`src/hdl/adc_seq_pkg.sv`:
```
package adc_seq_pkg;

   // System clock: 20 MHz.
   localparam int CLK_PERIOD_NS = 50;

   // Register byte offsets on the bus.
   localparam logic [5:0] OFF_CONTROL = 6'h00;
   localparam logic [5:0] OFF_PINREF = 6'h04;
   localparam logic [5:0] OFF_TIMING = 6'h08;
   localparam logic [5:0] OFF_RES_HIGH = 6'h0C;
   localparam logic [5:0] OFF_RES_LOW = 6'h10;
   localparam logic [5:0] OFF_FLAGS = 6'h14;
   localparam logic [5:0] OFF_ENABLES = 6'h18;
   localparam logic [5:0] OFF_PRIORITY = 6'h1C;
   localparam logic [5:0] OFF_PORT = 6'h20;

   // Field positions.
   localparam int CTL_EN_BIT = 0;
   localparam int CTL_GO_BIT = 1;
   localparam int CTL_CHS_LSB = 2;
   localparam int TIM_CS_LSB = 0;
   localparam int TIM_ACQ_LSB = 3;
   localparam int TIM_JUST_BIT = 7;
   localparam int PIN_PCFG_LSB = 0;
   localparam int PIN_POSREF_BIT = 4;
   localparam int PIN_NEGREF_BIT = 5;
   localparam int FLAG_DONE_BIT = 6;

   // Reset values and implemented-bit masks.
   localparam logic [7:0] CONTROL_RST = 8'h00;
   localparam logic [7:0] TIMING_RST = 8'h00;
   localparam logic [7:0] FLAGS_RST = 8'h00;
   localparam logic [7:0] ENABLES_RST = 8'h00;
   localparam logic [7:0] PRIORITY_RST = 8'hFF;
   localparam logic [7:0] PINREF_RST = 8'h00;
   localparam logic [7:0] RESULT_RST = 8'h00;
   localparam logic [3:0] PCFG_ANALOG_RST = 4'h0;
   localparam logic [3:0] PCFG_DIGITAL_RST = 4'h7;
   localparam logic [7:0] CONTROL_MASK = 8'h3F;
   localparam logic [7:0] PINREF_MASK = 8'h3F;
   localparam logic [7:0] TIMING_MASK = 8'hBF;

   // Compare-module mode that routes its special event to the converter.
   localparam logic [3:0] TRIG_MODE = 4'hB;

   // Timing counts.
   localparam int INSTR_TOSC = 4;
   localparam logic [1:0] START_DLY_LAST = 2'(INSTR_TOSC - 1);
   localparam logic [3:0] CONV_TADS = 4'hB;
   localparam logic [4:0] HOLDOFF_TADS = 5'h02;

   // Acquisition lengths in conversion-clock periods, per field code.
   localparam logic [4:0] ACQ_TADS_0 = 5'h00;
   localparam logic [4:0] ACQ_TADS_1 = 5'h02;
   localparam logic [4:0] ACQ_TADS_2 = 5'h04;
   localparam logic [4:0] ACQ_TADS_3 = 5'h06;
   localparam logic [4:0] ACQ_TADS_4 = 5'h08;
   localparam logic [4:0] ACQ_TADS_5 = 5'h0C;
   localparam logic [4:0] ACQ_TADS_6 = 5'h10;
   localparam logic [4:0] ACQ_TADS_7 = 5'h14;

   // Clock-select codes, per oscillator divide ratio.
   localparam logic [2:0] CS_DIV2 = 3'h0;
   localparam logic [2:0] CS_DIV4 = 3'h4;
   localparam logic [2:0] CS_DIV8 = 3'h1;
   localparam logic [2:0] CS_DIV16 = 3'h5;
   localparam logic [2:0] CS_DIV32 = 3'h2;
   localparam logic [2:0] CS_DIV64 = 3'h6;
   localparam logic [1:0] CS_RC_LOW = 2'h3;

   typedef enum logic [2:0] {
      SEQ_OFF = 3'b000,
      SEQ_SAMPLE = 3'b001,
      SEQ_ACQ = 3'b010,
      SEQ_DELAY = 3'b011,
      SEQ_CONV = 3'b100,
      SEQ_HOLDOFF = 3'b101
   } seq_state_t;

   typedef struct packed {
      logic read;
      logic write;
      logic [5:0] address;
      logic [31:0] writedata;
      logic [3:0] byteenable;
   } avmm_req_t;

   typedef struct packed {
      logic [31:0] readdata;
      logic waitrequest;
   } avmm_rsp_t;

endpackage

```
`src/hdl/tad_divider.sv`:
```
`timescale 1ns/10ps
module tad_divider (
   input wire logic clk,
   input wire logic resetn,
   input wire logic run,
   input wire logic [2:0] conv_clock_sel,
   input wire logic rc_osc_in,
   output logic tad_tick
);

   typedef struct packed {
      logic [5:0] cnt;
      logic rc_s1;
      logic rc_s2;
      logic rc_s3;
   } div_state_t;

   div_state_t s_r, s_nxt;

   function automatic logic [5:0] div_last(input logic [2:0] sel);
      case (sel)
         adc_seq_pkg::CS_DIV2: div_last = 6'h01;
         adc_seq_pkg::CS_DIV4: div_last = 6'h03;
         adc_seq_pkg::CS_DIV8: div_last = 6'h07;
         adc_seq_pkg::CS_DIV16: div_last = 6'h0F;
         adc_seq_pkg::CS_DIV32: div_last = 6'h1F;
         default: div_last = 6'h3F;
      endcase
   endfunction

   logic rc_mode;

   // The RC source keeps running while the core sleeps; only its rising edges count.
   assign rc_mode = (conv_clock_sel[1:0] == adc_seq_pkg::CS_RC_LOW);
   assign tad_tick = run & (rc_mode ? (s_r.rc_s2 & ~s_r.rc_s3) : (s_r.cnt == div_last(conv_clock_sel)));

   always_comb begin
      s_nxt = s_r;
      s_nxt.rc_s1 = rc_osc_in;
      s_nxt.rc_s2 = s_r.rc_s1;
      s_nxt.rc_s3 = s_r.rc_s2;
      if (!run || tad_tick || rc_mode) begin
         s_nxt.cnt = 6'h00;
      end else begin
         s_nxt.cnt = 6'(s_r.cnt + 6'h01);
      end
   end

   always_ff @(posedge clk or negedge resetn) begin
      if (!resetn) begin
         s_r <= '0;
      end else begin
         s_r <= s_nxt;
      end
   end

endmodule

```
`src/hdl/sar_core.sv`:
```
`timescale 1ns/10ps
module sar_core (
   input wire logic clk,
   input wire logic resetn,
   input wire logic start,
   input wire logic abort,
   input wire logic tad_tick,
   input wire logic cmp_above,
   output logic [9:0] dac_code,
   output logic done
);

   typedef struct packed {
      logic busy;
      logic [3:0] tads;
      logic [9:0] code;
      logic [9:0] mask;
      logic done;
   } sar_state_t;

   sar_state_t s_r, s_nxt;

   assign dac_code = s_r.code;
   assign done = s_r.done;

   always_comb begin
      s_nxt = s_r;
      s_nxt.done = 1'b0;
      if (abort) begin
         s_nxt.busy = 1'b0;
      end else if (start) begin
         s_nxt.busy = 1'b1;
         s_nxt.tads = 4'h0;
         s_nxt.code = 10'h000;
         s_nxt.mask = 10'h000;
      end else if (s_r.busy && tad_tick) begin
         s_nxt.tads = 4'(s_r.tads + 4'h1);
         if (s_r.tads == 4'h0) begin
            s_nxt.code = 10'h200;
            s_nxt.mask = 10'h200;
         end else begin
            // A low comparator means the trial level overshot the input.
            s_nxt.code = (cmp_above ? s_r.code : (s_r.code & ~s_r.mask)) | (s_r.mask >> 1);
            s_nxt.mask = s_r.mask >> 1;
         end
         if (4'(s_r.tads + 4'h1) == adc_seq_pkg::CONV_TADS) begin
            s_nxt.busy = 1'b0;
            s_nxt.done = 1'b1;
         end
      end
   end

   always_ff @(posedge clk or negedge resetn) begin
      if (!resetn) begin
         s_r <= '0;
      end else begin
         s_r <= s_nxt;
      end
   end

endmodule

```
`src/hdl/adc_sequencer.sv`:
```
// The address map and the Avalon-MM interface to the registers are this design's own decisions.
`timescale 1ns/10ps
// Notes on behaviour
// - Zero acquisition: start waits one instruction cycle.
// - Code 010 samples four periods, then converts.
// - Clearing go aborts a running conversion at once.
// - Abort leaves result registers untouched.
// - Two-period hold-off after completion or abort; disabling goes straight to off without it.
// - After hold-off, sampling resumes automatically.
// - Mode 1011 trigger sets go, clears timer.
// - Disabled converter ignores trigger; timer still cleared.
// - Channel and direction bits never gate sequencing.
// - Analog pins read as zero from port.
// - Output-direction pins still get converted.
// - Control registers reset to zero except priority (all ones), pin configuration then set from strap, converter idle.
// - One conversion takes eleven conversion-clock periods.
// - Completion clears go, sets flag, resumes sampling.
// - Zero acquisition: go skips acquisition, converts after one instruction cycle.
// - Clock field selects divide ratio or RC.
module adc_sequencer #(
   parameter int N_CHANNELS = 13
) (
   input wire logic clk,
   input wire logic resetn,
   input adc_seq_pkg::avmm_req_t avs_req,
   output adc_seq_pkg::avmm_rsp_t avs_rsp,
   input wire logic [3:0] compare2_mode_field,
   input wire logic special_event_trig,
   output logic timer_clear,
   input wire logic rc_osc_in,
   input wire logic cmp_above,
   input wire logic portb_analog_reset_cfg,
   input wire logic [N_CHANNELS-1:0] port_pins_in,
   output logic [3:0] channel_sel,
   output logic sample_en,
   output logic [9:0] dac_code,
   output logic conv_enable,
   output logic conv_done_flag,
   output logic conv_done_irq_en,
   output logic conv_irq_priority,
   output logic pos_ref_sel,
   output logic neg_ref_sel
);

   typedef struct packed {
      adc_seq_pkg::seq_state_t st;
      logic [4:0] cnt;
      logic [1:0] dly;
      logic go;
      logic en;
      logic [3:0] chs;
      logic [7:0] pinref;
      logic [7:0] timing;
      logic [7:0] res_hi;
      logic [7:0] res_lo;
      logic [7:0] flags;
      logic [7:0] enables;
      logic [7:0] priority_bits;
      logic ack;
      logic [31:0] rdata;
      logic tclr;
      logic [1:0] init;
      logic strap_s1;
      logic strap_s2;
      logic cmp_s1;
      logic cmp_s2;
      logic [N_CHANNELS-1:0] pins_s1;
      logic [N_CHANNELS-1:0] pins_s2;
   } seq_reg_t;

   seq_reg_t s_r, s_nxt;

   logic tad_tick;
   logic sar_start;
   logic sar_abort;
   logic sar_done;
   logic [9:0] sar_code;
   logic div_run;

   function automatic logic [4:0] acq_tads(input logic [2:0] code);
      case (code)
         3'h0: acq_tads = adc_seq_pkg::ACQ_TADS_0;
         3'h1: acq_tads = adc_seq_pkg::ACQ_TADS_1;
         3'h2: acq_tads = adc_seq_pkg::ACQ_TADS_2;
         3'h3: acq_tads = adc_seq_pkg::ACQ_TADS_3;
         3'h4: acq_tads = adc_seq_pkg::ACQ_TADS_4;
         3'h5: acq_tads = adc_seq_pkg::ACQ_TADS_5;
         3'h6: acq_tads = adc_seq_pkg::ACQ_TADS_6;
         default: acq_tads = adc_seq_pkg::ACQ_TADS_7;
      endcase
   endfunction

   // Channels below the boundary set by the pin configuration are analog.
   function automatic logic [N_CHANNELS-1:0] analog_mask(input logic [3:0] pcfg);
      logic [N_CHANNELS-1:0] m;
      m = '0;
      for (int i = 0; i < N_CHANNELS; i++) begin
         m[i] = (i < (15 - int'(pcfg)));
      end
      return m;
   endfunction

   tad_divider u_div (
      .clk(clk),
      .resetn(resetn),
      .run(div_run),
      .conv_clock_sel(s_r.timing[adc_seq_pkg::TIM_CS_LSB +: 3]),
      .rc_osc_in(rc_osc_in),
      .tad_tick(tad_tick)
   );

   sar_core u_sar (
      .clk(clk),
      .resetn(resetn),
      .start(sar_start),
      .abort(sar_abort),
      .tad_tick(tad_tick),
      .cmp_above(s_r.cmp_s2),
      .dac_code(sar_code),
      .done(sar_done)
   );

   assign div_run = (s_r.st != adc_seq_pkg::SEQ_OFF);
   assign avs_rsp.readdata = s_r.rdata;
   assign avs_rsp.waitrequest = (avs_req.read | avs_req.write) & ~s_r.ack;
   assign timer_clear = s_r.tclr;
   // The channel is handed to the analog mux whatever the pin direction is.
   assign channel_sel = s_r.chs;
   assign sample_en = (s_r.st == adc_seq_pkg::SEQ_SAMPLE) || (s_r.st == adc_seq_pkg::SEQ_ACQ);
   assign dac_code = sar_code;
   assign conv_enable = s_r.en;
   assign conv_done_flag = s_r.flags[adc_seq_pkg::FLAG_DONE_BIT];
   assign conv_done_irq_en = s_r.enables[adc_seq_pkg::FLAG_DONE_BIT];
   assign conv_irq_priority = s_r.priority_bits[adc_seq_pkg::FLAG_DONE_BIT];
   assign pos_ref_sel = s_r.pinref[adc_seq_pkg::PIN_POSREF_BIT];
   assign neg_ref_sel = s_r.pinref[adc_seq_pkg::PIN_NEGREF_BIT];

   always_comb begin
      logic wr;
      logic [7:0] wd;
      logic [7:0] rbyte;
      logic [31:0] rword;
      logic set_go;
      logic clr_go;
      logic trig_hit;
      logic [4:0] acq_len;
      logic [9:0] res;
      wr = avs_req.write & s_r.ack & avs_req.byteenable[0];
      wd = avs_req.writedata[7:0];
      rbyte = 8'h00;
      rword = 32'h0000_0000;
      set_go = 1'b0;
      clr_go = 1'b0;
      trig_hit = (compare2_mode_field == adc_seq_pkg::TRIG_MODE) & special_event_trig;
      acq_len = acq_tads(s_r.timing[adc_seq_pkg::TIM_ACQ_LSB +: 3]);
      res = sar_code;
      sar_start = 1'b0;
      sar_abort = 1'b0;
      s_nxt = s_r;

      s_nxt.strap_s1 = portb_analog_reset_cfg;
      s_nxt.strap_s2 = s_r.strap_s1;
      s_nxt.cmp_s1 = cmp_above;
      s_nxt.cmp_s2 = s_r.cmp_s1;
      s_nxt.pins_s1 = port_pins_in;
      s_nxt.pins_s2 = s_r.pins_s1;
      // The strap is caught once its synchroniser has settled after reset.
      if (s_r.init != 2'h3) begin
         s_nxt.init = 2'(s_r.init + 2'h1);
      end
      if (s_r.init == 2'h2) begin
         s_nxt.pinref[adc_seq_pkg::PIN_PCFG_LSB +: 4] = s_r.strap_s2 ? adc_seq_pkg::PCFG_ANALOG_RST
                                                                     : adc_seq_pkg::PCFG_DIGITAL_RST;
      end

      // One wait state: a write is taken on the edge where ack is high; a read is sampled one edge earlier.
      s_nxt.ack = (avs_req.read | avs_req.write) & ~s_r.ack;
      if (avs_req.read && !s_r.ack) begin
         case (avs_req.address)
            adc_seq_pkg::OFF_CONTROL: rbyte = {2'b00, s_r.chs, s_r.go, s_r.en};
            adc_seq_pkg::OFF_PINREF: rbyte = s_r.pinref;
            adc_seq_pkg::OFF_TIMING: rbyte = s_r.timing;
            adc_seq_pkg::OFF_RES_HIGH: rbyte = s_r.res_hi;
            adc_seq_pkg::OFF_RES_LOW: rbyte = s_r.res_lo;
            adc_seq_pkg::OFF_FLAGS: rbyte = s_r.flags;
            adc_seq_pkg::OFF_ENABLES: rbyte = s_r.enables;
            adc_seq_pkg::OFF_PRIORITY: rbyte = s_r.priority_bits;
            default: rbyte = 8'h00;
         endcase
         rword = {24'h00_0000, rbyte};
         if (avs_req.address == adc_seq_pkg::OFF_PORT) begin
            rword = 32'(s_r.pins_s2 & ~analog_mask(s_r.pinref[adc_seq_pkg::PIN_PCFG_LSB +: 4]));
         end
         s_nxt.rdata = rword;
      end

      if (wr) begin
         case (avs_req.address)
            adc_seq_pkg::OFF_CONTROL: begin
               s_nxt.en = wd[adc_seq_pkg::CTL_EN_BIT];
               s_nxt.chs = wd[adc_seq_pkg::CTL_CHS_LSB +: 4];
               // Go only counts when enable was already on before this write.
               set_go = wd[adc_seq_pkg::CTL_GO_BIT] & s_r.en;
               clr_go = ~wd[adc_seq_pkg::CTL_GO_BIT];
            end
            adc_seq_pkg::OFF_PINREF: s_nxt.pinref = wd & adc_seq_pkg::PINREF_MASK;
            adc_seq_pkg::OFF_TIMING: s_nxt.timing = wd & adc_seq_pkg::TIMING_MASK;
            adc_seq_pkg::OFF_RES_HIGH: s_nxt.res_hi = wd;
            adc_seq_pkg::OFF_RES_LOW: s_nxt.res_lo = wd;
            adc_seq_pkg::OFF_FLAGS: s_nxt.flags = wd;
            adc_seq_pkg::OFF_ENABLES: s_nxt.enables = wd;
            adc_seq_pkg::OFF_PRIORITY: s_nxt.priority_bits = wd;
            default: ;
         endcase
      end

      s_nxt.tclr = trig_hit;
      if (trig_hit && s_r.en) begin
         set_go = 1'b1;
      end

      case (s_r.st)
         adc_seq_pkg::SEQ_OFF: begin
            s_nxt.go = 1'b0;
            if (s_r.en) begin
               s_nxt.st = adc_seq_pkg::SEQ_SAMPLE;
            end
         end
         adc_seq_pkg::SEQ_SAMPLE: begin
            if (set_go) begin
               s_nxt.go = 1'b1;
               s_nxt.cnt = 5'h00;
               s_nxt.dly = 2'h0;
               if (acq_len == adc_seq_pkg::ACQ_TADS_0) begin
                  s_nxt.st = adc_seq_pkg::SEQ_DELAY;
               end else begin
                  s_nxt.st = adc_seq_pkg::SEQ_ACQ;
               end
            end
         end
         adc_seq_pkg::SEQ_ACQ: begin
            if (clr_go) begin
               s_nxt.go = 1'b0;
               s_nxt.cnt = 5'h00;
               s_nxt.st = adc_seq_pkg::SEQ_HOLDOFF;
            end else if (tad_tick) begin
               s_nxt.cnt = 5'(s_r.cnt + 5'h01);
               if (5'(s_r.cnt + 5'h01) >= acq_len) begin
                  sar_start = 1'b1;
                  s_nxt.st = adc_seq_pkg::SEQ_CONV;
               end
            end
         end
         adc_seq_pkg::SEQ_DELAY: begin
            if (clr_go) begin
               s_nxt.go = 1'b0;
               s_nxt.cnt = 5'h00;
               s_nxt.st = adc_seq_pkg::SEQ_HOLDOFF;
            end else begin
               s_nxt.dly = 2'(s_r.dly + 2'h1);
               if (s_r.dly == adc_seq_pkg::START_DLY_LAST) begin
                  sar_start = 1'b1;
                  s_nxt.st = adc_seq_pkg::SEQ_CONV;
               end
            end
         end
         adc_seq_pkg::SEQ_CONV: begin
            // Further go writes or triggers find go already set and are ignored.
            if (clr_go) begin
               sar_abort = 1'b1;
               s_nxt.go = 1'b0;
               s_nxt.cnt = 5'h00;
               s_nxt.st = adc_seq_pkg::SEQ_HOLDOFF;
            end else if (sar_done) begin
               if (s_r.timing[adc_seq_pkg::TIM_JUST_BIT]) begin
                  s_nxt.res_hi = {6'h00, res[9:8]};
                  s_nxt.res_lo = res[7:0];
               end else begin
                  s_nxt.res_hi = res[9:2];
                  s_nxt.res_lo = {res[1:0], 6'h00};
               end
               s_nxt.flags[adc_seq_pkg::FLAG_DONE_BIT] = 1'b1;
               s_nxt.go = 1'b0;
               s_nxt.cnt = 5'h00;
               s_nxt.st = adc_seq_pkg::SEQ_HOLDOFF;
            end
         end
         adc_seq_pkg::SEQ_HOLDOFF: begin
            if (set_go) begin
               s_nxt.go = 1'b1;
            end else if (clr_go) begin
               s_nxt.go = 1'b0;
            end
            if (tad_tick) begin
               s_nxt.cnt = 5'(s_r.cnt + 5'h01);
               if (5'(s_r.cnt + 5'h01) == adc_seq_pkg::HOLDOFF_TADS) begin
                  s_nxt.st = adc_seq_pkg::SEQ_SAMPLE;
               end
            end
         end
         default: s_nxt.st = adc_seq_pkg::SEQ_OFF;
      endcase

      // A pending go leaves hold-off straight into the next sequence.
      if (s_r.st == adc_seq_pkg::SEQ_HOLDOFF && s_nxt.st == adc_seq_pkg::SEQ_SAMPLE && s_nxt.go) begin
         s_nxt.cnt = 5'h00;
         s_nxt.dly = 2'h0;
         s_nxt.st = (acq_len == adc_seq_pkg::ACQ_TADS_0) ? adc_seq_pkg::SEQ_DELAY : adc_seq_pkg::SEQ_ACQ;
      end

      if (!s_nxt.en) begin
         sar_abort = 1'b1;
         sar_start = 1'b0;
         s_nxt.go = 1'b0;
         s_nxt.st = adc_seq_pkg::SEQ_OFF;
      end
   end

   always_ff @(posedge clk or negedge resetn) begin
      if (!resetn) begin
         s_r <= '0;
         s_r.st <= adc_seq_pkg::SEQ_OFF;
         s_r.en <= adc_seq_pkg::CONTROL_RST[adc_seq_pkg::CTL_EN_BIT];
         s_r.go <= adc_seq_pkg::CONTROL_RST[adc_seq_pkg::CTL_GO_BIT];
         s_r.chs <= adc_seq_pkg::CONTROL_RST[adc_seq_pkg::CTL_CHS_LSB +: 4];
         s_r.pinref <= adc_seq_pkg::PINREF_RST;
         s_r.timing <= adc_seq_pkg::TIMING_RST;
         s_r.res_hi <= adc_seq_pkg::RESULT_RST;
         s_r.res_lo <= adc_seq_pkg::RESULT_RST;
         s_r.flags <= adc_seq_pkg::FLAGS_RST;
         s_r.enables <= adc_seq_pkg::ENABLES_RST;
         s_r.priority_bits <= adc_seq_pkg::PRIORITY_RST;
      end else begin
         s_r <= s_nxt;
      end
   end

endmodule

```
`config.mk`:
```
export PLATFORM = sky130hd
export DESIGN_NAME = adc_sequencer
export DESIGN_NICKNAME = d
export VERILOG_FILES = /design/src/hdl/adc_seq_pkg.sv /design/src/hdl/tad_divider.sv /design/src/hdl/sar_core.sv /design/src/hdl/adc_sequencer.sv
export SDC_FILE = /design/constraint.sdc
export NUM_CORES = 1
export LEC_CHECK = 0
export ABC_AREA = 1
export BUFFER_PORTS_ARGS = -buffer_cell sky130_fd_sc_hd__buf_2
export CAP_MARGIN = 20
export CELL_PAD_IN_SITES_DETAIL_PLACEMENT = 0
export CELL_PAD_IN_SITES_GLOBAL_PLACEMENT = 1
export CORE_ASPECT_RATIO = 0.9
export CORE_UTILIZATION = 40
export DETAILED_ROUTE_END_ITERATION = 8
export PLACE_DENSITY = 0.79
export SETUP_SLACK_MARGIN = 0.05
export SYNTH_ARGS = -nofsm -noshare
export SYNTH_HDL_FRONTEND = slang
export SYNTH_SLANG_ARGS = --single-unit
```
`constraint.sdc`:
```
create_clock -name clk -period 6.8 [get_ports clk]
set_input_delay 1.02 -clock clk [delete_from_list [all_inputs] [get_ports clk]]
set_output_delay 1.02 -clock clk [all_outputs]
set_load 0.02 [all_outputs]
```
# == After elaboration in Yosys (flattened, before gate mapping) ==
# Index checks and enable logic that the tools add are counted.
# op_classes
add_sub_neg,6
n_lt_le_gt_ge,14
eq_ne,38
n_mux,73
bitwise,17
reduce_logical,33
# ops
cell,count
8-bit two-way mux,11
16-bit two-way mux,4
8-bit case mux with 8 select lines,1
61-bit two-way mux,1
5-bit case mux with 7 select lines,1
13-bit by 32-bit bitwise AND with 32-bit output,1
32-bit two-way mux,1
13-bit NOT with 32-bit output,1
6-bit case mux with 5 select lines,1
1-bit two-way mux,29
26-bit two-way mux,1
"5-bit < comparator, first input constant",5
25-bit two-way mux,1
5-bit case mux with 5 select lines,1
"6-bit by 5-bit == test with 1-bit output, second input constant",4
"3-bit == test, second input constant",7
3-bit two-way mux,7
"4-bit by 5-bit < comparator with 1-bit output, first input constant",4
10-bit two-way mux,2
20-bit two-way mux,1
3-bit case mux with 6 select lines,1
2-bit AND reduction,8
"3-bit by 2-bit == test with 1-bit output, second input constant",5
"3-bit by 1-bit == test with 1-bit output, second input constant",4
48 further kinds,79
# totals
reg_bits,170
input_bits,67
out_inout_bits,55
wordCells,215

# == Logic depth before layout (Yosys ltp) ==
# depth
ltp_word,13
mapped_depth,15
depth_no_buf,15

# == Cells and area by module ==
# Synthesis repeated with hierarchy kept, for this count alone.
# unflattened
hier_cells,932
area_unflattened_um2,7708.6
# by_module_without_submodules
mod,n_inst,cells_each,area_each_um2,seq_area_each_um2
adc_sequencer,1,716,5864.4,2912.8
sar_core,1,151,1343.8,650.6
tad_divider,1,65,500.5,225.2

# == Worst setup path before layout ==
# Ideal clock, no wire load.
# synth_path
path_kind,input to register
start,in avs_req[37] (netlist name)
end,"reg u_sar.s_r, in the netlist u_sar.dac_code[0]"
setup_ns,0.121
arrival_time_ns,2.321
required_ns,6.679
path_slack_ns,4.358
cell_stages,12
n_path_buf,2
path_cell_list,nor2_1 nand3_2 nor2_4 nand2_2 buf_6 nand2_2 o21ai_2 a21oi_4 nand2_4 buf_2 nand2_1 o21ai_1
# synth_between
elab_chain_cells,8
elab_cells_between_ends,16
classes_between,12 x mux; 1 x bitwise; 3 x reduce/logical
# synth_lines
element,line_no,rtl
start: declaration,adc_sequencer.sv:25,"input adc_seq_pkg::avmm_req_t avs_req,"
6-bit zero test *,adc_sequencer.sv:198,case (avs_req.address)
1-bit two-way mux,adc_sequencer.sv:198,
1-bit two-way mux,adc_sequencer.sv:197,if (wr) begin
"1-bit two-way mux, on equally long branches","adc_sequencer.sv:255, adc_sequencer.sv:242, adc_sequencer.sv:269",
1-bit case mux with 2 select lines / 1-bit two-way mux (equally long branches),adc_sequencer.sv:222,case (s_r.st)
1-bit two-way mux,adc_sequencer.sv:311,if (!s_nxt.en) begin
2-bit nonzero test (no line) / 1-bit NOT (equally long branches),--,
2-bit AND reduction (no line),--,
end signal: assignment,sar_core.sv:57,s_r <= s_nxt;
end: declaration,sar_core.sv:21,"sar_state_t s_r, s_nxt;"
# Mark *: on every way between the ends. The rest lies on a longest branch, timed or not.
# A chain may end at the register's enable or synchronous reset.

# == Worst setup path in the final report ==
# layout_path
start,reg s_r[130] (netlist name)
end,reg u_sar.s_r[24] (netlist name)
# layout_between
elab_chain_cells,9
elab_cells_between_ends,10
classes_between,1 x add/sub; 1 x order compare; 6 x mux; 2 x reduce/logical
# layout_lines
element,line_no,rtl
start: declaration,adc_sequencer.sv:71,"seq_reg_t s_r, s_nxt;"
start signal: assignment,adc_sequencer.sv:334,s_r <= s_nxt;
5-bit by 1-bit adder with 5-bit output *,adc_sequencer.sv:248,if (5'(s_r.cnt + 5'h01) >= acq_len) begin
5-bit >= comparator *,adc_sequencer.sv:248,
1-bit two-way mux *,adc_sequencer.sv:248,
1-bit two-way mux *,adc_sequencer.sv:246,end else if (tad_tick) begin
1-bit two-way mux *,adc_sequencer.sv:242,if (clr_go) begin
1-bit case mux with 2 select lines *,adc_sequencer.sv:222,
1-bit two-way mux *,adc_sequencer.sv:311,
2-bit nonzero test (no line),--,
2-bit AND reduction (no line),--,
# Marked as above.

==> results.py <==
metrics = {
    "outcome": {
        "outcome": "finished, final reports clean",
    },
    "floorplanning": {
        "row_count": 47,
        "core_mm2": 0.01841,
        "dieArea_mm2": 0.01943,
        "initial_core_util_pct": 41.02,
        "io_pins": 122,
        "chipHeight_um": 132.3,
        "fp.dieW_um": 146.8,
    },
    "cells_and_area": {
        "nets": 1025,
        "final_cells": 1203,
        "finish.instance_area_mm2": 0.008436,
        "n_fill_cell": 1793,
        "syn_to_final_growth_pct": 11.73,
        "drive_gt1_share_pct": 14.72,
        "final_util_pct": 45.83,
        "antennaDiodeCount": 0,
    },
    "sta": {
        "rsz0062_at_grt": "no",
        "clock.fmax_mhz": 342.6,
        "tightest_slew_ns": 0.8385,
        "final-max-slew-violation-count": 0,
        "clock_skew_ns": 0.007359,
        "hold_viol": 0,
        "relSlewSlack_pct": 43.89,
        "setup_ws_ns": 3.881,
        "holdWs_ns": 0.3482,
        "finalSetupTns_ns": 0,
        "setup_viol": 0,
        "period_minus_slack_ns": 2.919,
        "post-route-period-util_pct": 42.92,
    },
    "cts": {
        "postCtsSetupRepairBufs": 0,
        "cts_tree": "built",
        "cts_resized": 0,
        "cts_max_level": 4,
        "clkSinkCount": 151,
        "numCtsBuffers": 17,
        "insertion_delay_ns": 0.42,
        "clockRootBuffer": "clkbuf_16",
        "clkTransAtPathRegs_ns": 0.06,
        "cts_buffer_depth": 2,
        "cts_hold_buf": 0,
    },
    "synth": {
        "synth-seq-area-share_pct": 50.18,
        "synth_top_area_share_pct": 47.40,
        "yosysMostFrequentCell": "nand2_1",
        "synthCells": 899,
        "yosysWarnings": 0,
        "synth_edf_count": 0,
        "synth_ff_type": "dfrtp_1",
        "synthArstFlopShare_pct": 100.0,
        "synth.area.top_cells": "dfrtp_1 (47%), nand2_1 (9.4%), o21ai_0 (6.2%)",
        "synth_seq_cells": 151,
        "ys_top_cells_by_count": "nand2_1 (189), dfrtp_1 (143), inv_1 (110)",
        "ys_types": 46,
        "syn_avg_cell_area_um2": 8.398,
        "synth_top_area_cell": "dfrtp_1",
        "syn_area_mm2": 0.007550,
    },
    "power_and_ir_drop": {
        "power_density_mw_per_mm2": 285.4,
        "p_leak_nw": 4.179,
        "vdd_drop_max_uv": 157.6,
        "p_total_mw": 2.408,
    },
    "drt": {
        "vias": 5996,
        "post_drt_wl_per_cell_um": 15.39,
        "drc": 0,
        "ant_nets": 0,
        "drt_iter0_markers": 345,
        "avgViaCountPerCell": 4.984,
        "dr.pass1.iters": 5,
        "postRouteWirelength_um": 18520,
    },
    "min_path": {
        "hold_path_depth": 0,
        "hold_end": "s_r[1]$_DFF_PN0_",
        "hp-class": "flop to flop",
        "hold_start": "s_nxt[1]$_DFF_PN0_",
    },
    "run": {
        "maxCapViolCount": 0,
    },
    "global_route": {
        "track_usage_pct": 19.91,
        "met3_usage_pct": 4.256,
        "grt_pass1_wl_um": 29910,
        "grt-ovfl-total": 0,
        "grt_use_met1_pct": 30.08,
        "grt_pass1_vias": 5589,
        "grtUsageMet2_pct": 28.80,
        "antenna_found_initial": 0,
        "grt_max_degree": 81,
        "top_usage_layer": "met1",
    },
    "placed_design": {
        "dpl_cell_area_mm2": 0.007838,
        "dp_worst_setup_slack_ns": 3.477,
        "hpwl_um": 13230,
        "gp_congestion": 0.8834,
        "numPortBuffers": 75,
        "placedCellCount": 1170,
    },
    "critical_path": {
        "reg2reg_to": "u_sar.s_r[24]$_DFFE_PN0P_",
        "path_class": "flop to flop",
        "crit_arrival_ns": 3.26,
        "required_ns": 7.14,
        "critPathMaxStageDelay_ns": 0.47,
        "regToRegStartpoint": "s_r[130]$_DFFE_PN0P_",
        "slowest_stage": "dfrtp_1",
        "ff2ff_setup_slack_ns": 3.88,
        "reg2regPathDepth": 11,
        "path_cells": "ha_1 > nand3_1 > xnor2_1 > ha_1 > a21oi_1 > nand3_1 > nand4_1 > nand2_1 > nand2_2 > nand3_1 > o21ai_0",
        "crit_fanout": 24,
        "crit_top_cell": "nand3_1",
        "cp-end-kind": "flop",
        "start_kind": "flop",
    },
}
## logic make-up (layout without fill, tap and decap cells)
| logic type | count (synthesis) | in the layout | synth area share (%) |
|---|---|---|---|
| AND/OR/NAND/NOR | 350 | 350 | 20.17 |
| multiplexers | 1 | 1 | 0.1326 |
| other | 1 | 19 | 0.04967 |
| flip-flops | 151 | 151 | 50.18 |
| adder cells (fa/ha/maj) | 13 | 13 | 2.155 |
| XOR/XNOR | 7 | 7 | 0.8121 |
| AO/OA/AOI/OAI | 192 | 192 | 14.39 |
| buffers and inverters | 184 | 225 | 12.11 |
## sequential cells by signal, summed over array words and instances (netlist names), 2 cells and up
| register | count |
|---|---|
| avs_rsp | 13 |
| channel_sel | 4 |
| s_nxt | 15 |
| s_r | 77 |
| u_div.s_nxt | 2 |
| u_div.s_r | 7 |
| u_sar.dac_code | 10 |
| u_sar.s_r | 15 |
## where the power goes
group / switching, mW / internal (mW) / total (mW)
sequential: 0.0742 / 0.981 / 1.06
combinational: 0.299 / 0.135 / 0.434
clock: 0.406 / 0.513 / 0.918
## routing by layer
layer | wire (um) | vias up
li1 | - | 2996
met1 | 9302 | 2826
met2 | 8073 | 158
met3 | 989 | 16
met4 | 148 | 0
met5 | 0 | -
## layout by cell type (no fill, tap or decap), types with 2 or more instances in the layout
cell,netlist,final
inv_1,110,110
buf_2,5,74
o21ai_0,94,94
inv_2,4,4
dfrtp_1,143,143
clkinv_2,0,3
nor4_1,2,2
o32ai_1,2,2
nor2_2,4,4
o211ai_1,4,4
buf_4,50,2
inv_6,0,4
a21oi_1,27,27
o22ai_1,9,9
ha_1,13,13
a221oi_1,3,3
nor3_1,13,13
nand3_2,3,3
inv_8,0,2
nand2_2,5,5
nand2_1,189,189
o21ai_1,24,24
dfstp_2,8,8
clkinv_4,0,4
conb_1,1,19
nand3_1,70,70
xor2_1,4,4
o2111ai_1,7,7
nand4_1,6,6
nor2_1,51,51
clkbuf_16,0,17
nor2_4,3,3
a211oi_1,3,3
a41oi_1,2,2
a31oi_1,9,9
o221ai_1,2,2
xnor2_1,3,3
## worst max-delay path, delay by kind of cell, from the launching register on
kind | cells | cell delay [ns]
AO/OA/AOI/OAI | 2 | 0.33
XOR/XNOR | 1 | 0.34
adder cells (fa/ha/maj) | 2 | 0.55
flip-flops | 1 | 0.47
AND/OR/NAND/NOR | 6 | 1.14
## worst max-delay path by stage
stage / from / endpoint / cells past startpoint
2_1_floorplan: avs_req[37] / u_sar.dac_code[0]$_DFFE_PN0P_ / 12
3_3_place_gp: avs_req[37] / u_sar.s_r[24]$_DFFE_PN0P_ / 10
3_5_place_dp: avs_req[37] / u_sar.s_r[24]$_DFFE_PN0P_ / 10
4_1_cts: s_r[130]$_DFFE_PN0P_ / u_sar.s_r[24]$_DFFE_PN0P_ / 11
5_1_grt: s_r[130]$_DFFE_PN0P_ / u_sar.s_r[24]$_DFFE_PN0P_ / 11
6_report: s_r[130]$_DFFE_PN0P_ / u_sar.s_r[24]$_DFFE_PN0P_ / 11
## final cells by class
type,instances,area (um2),share of cell area (%)
clock buffers,17,425.4,5.043
clock inverters,15,145.1,1.721
inverters,115,431.7,5.117
multi-input cells,582,2914,34.54
flip-flops and latches,151,3789,44.91
well taps,245,306.5,3.634
repair buffers,78,424.2,5.028
Power figures use the tool's default switching activity.
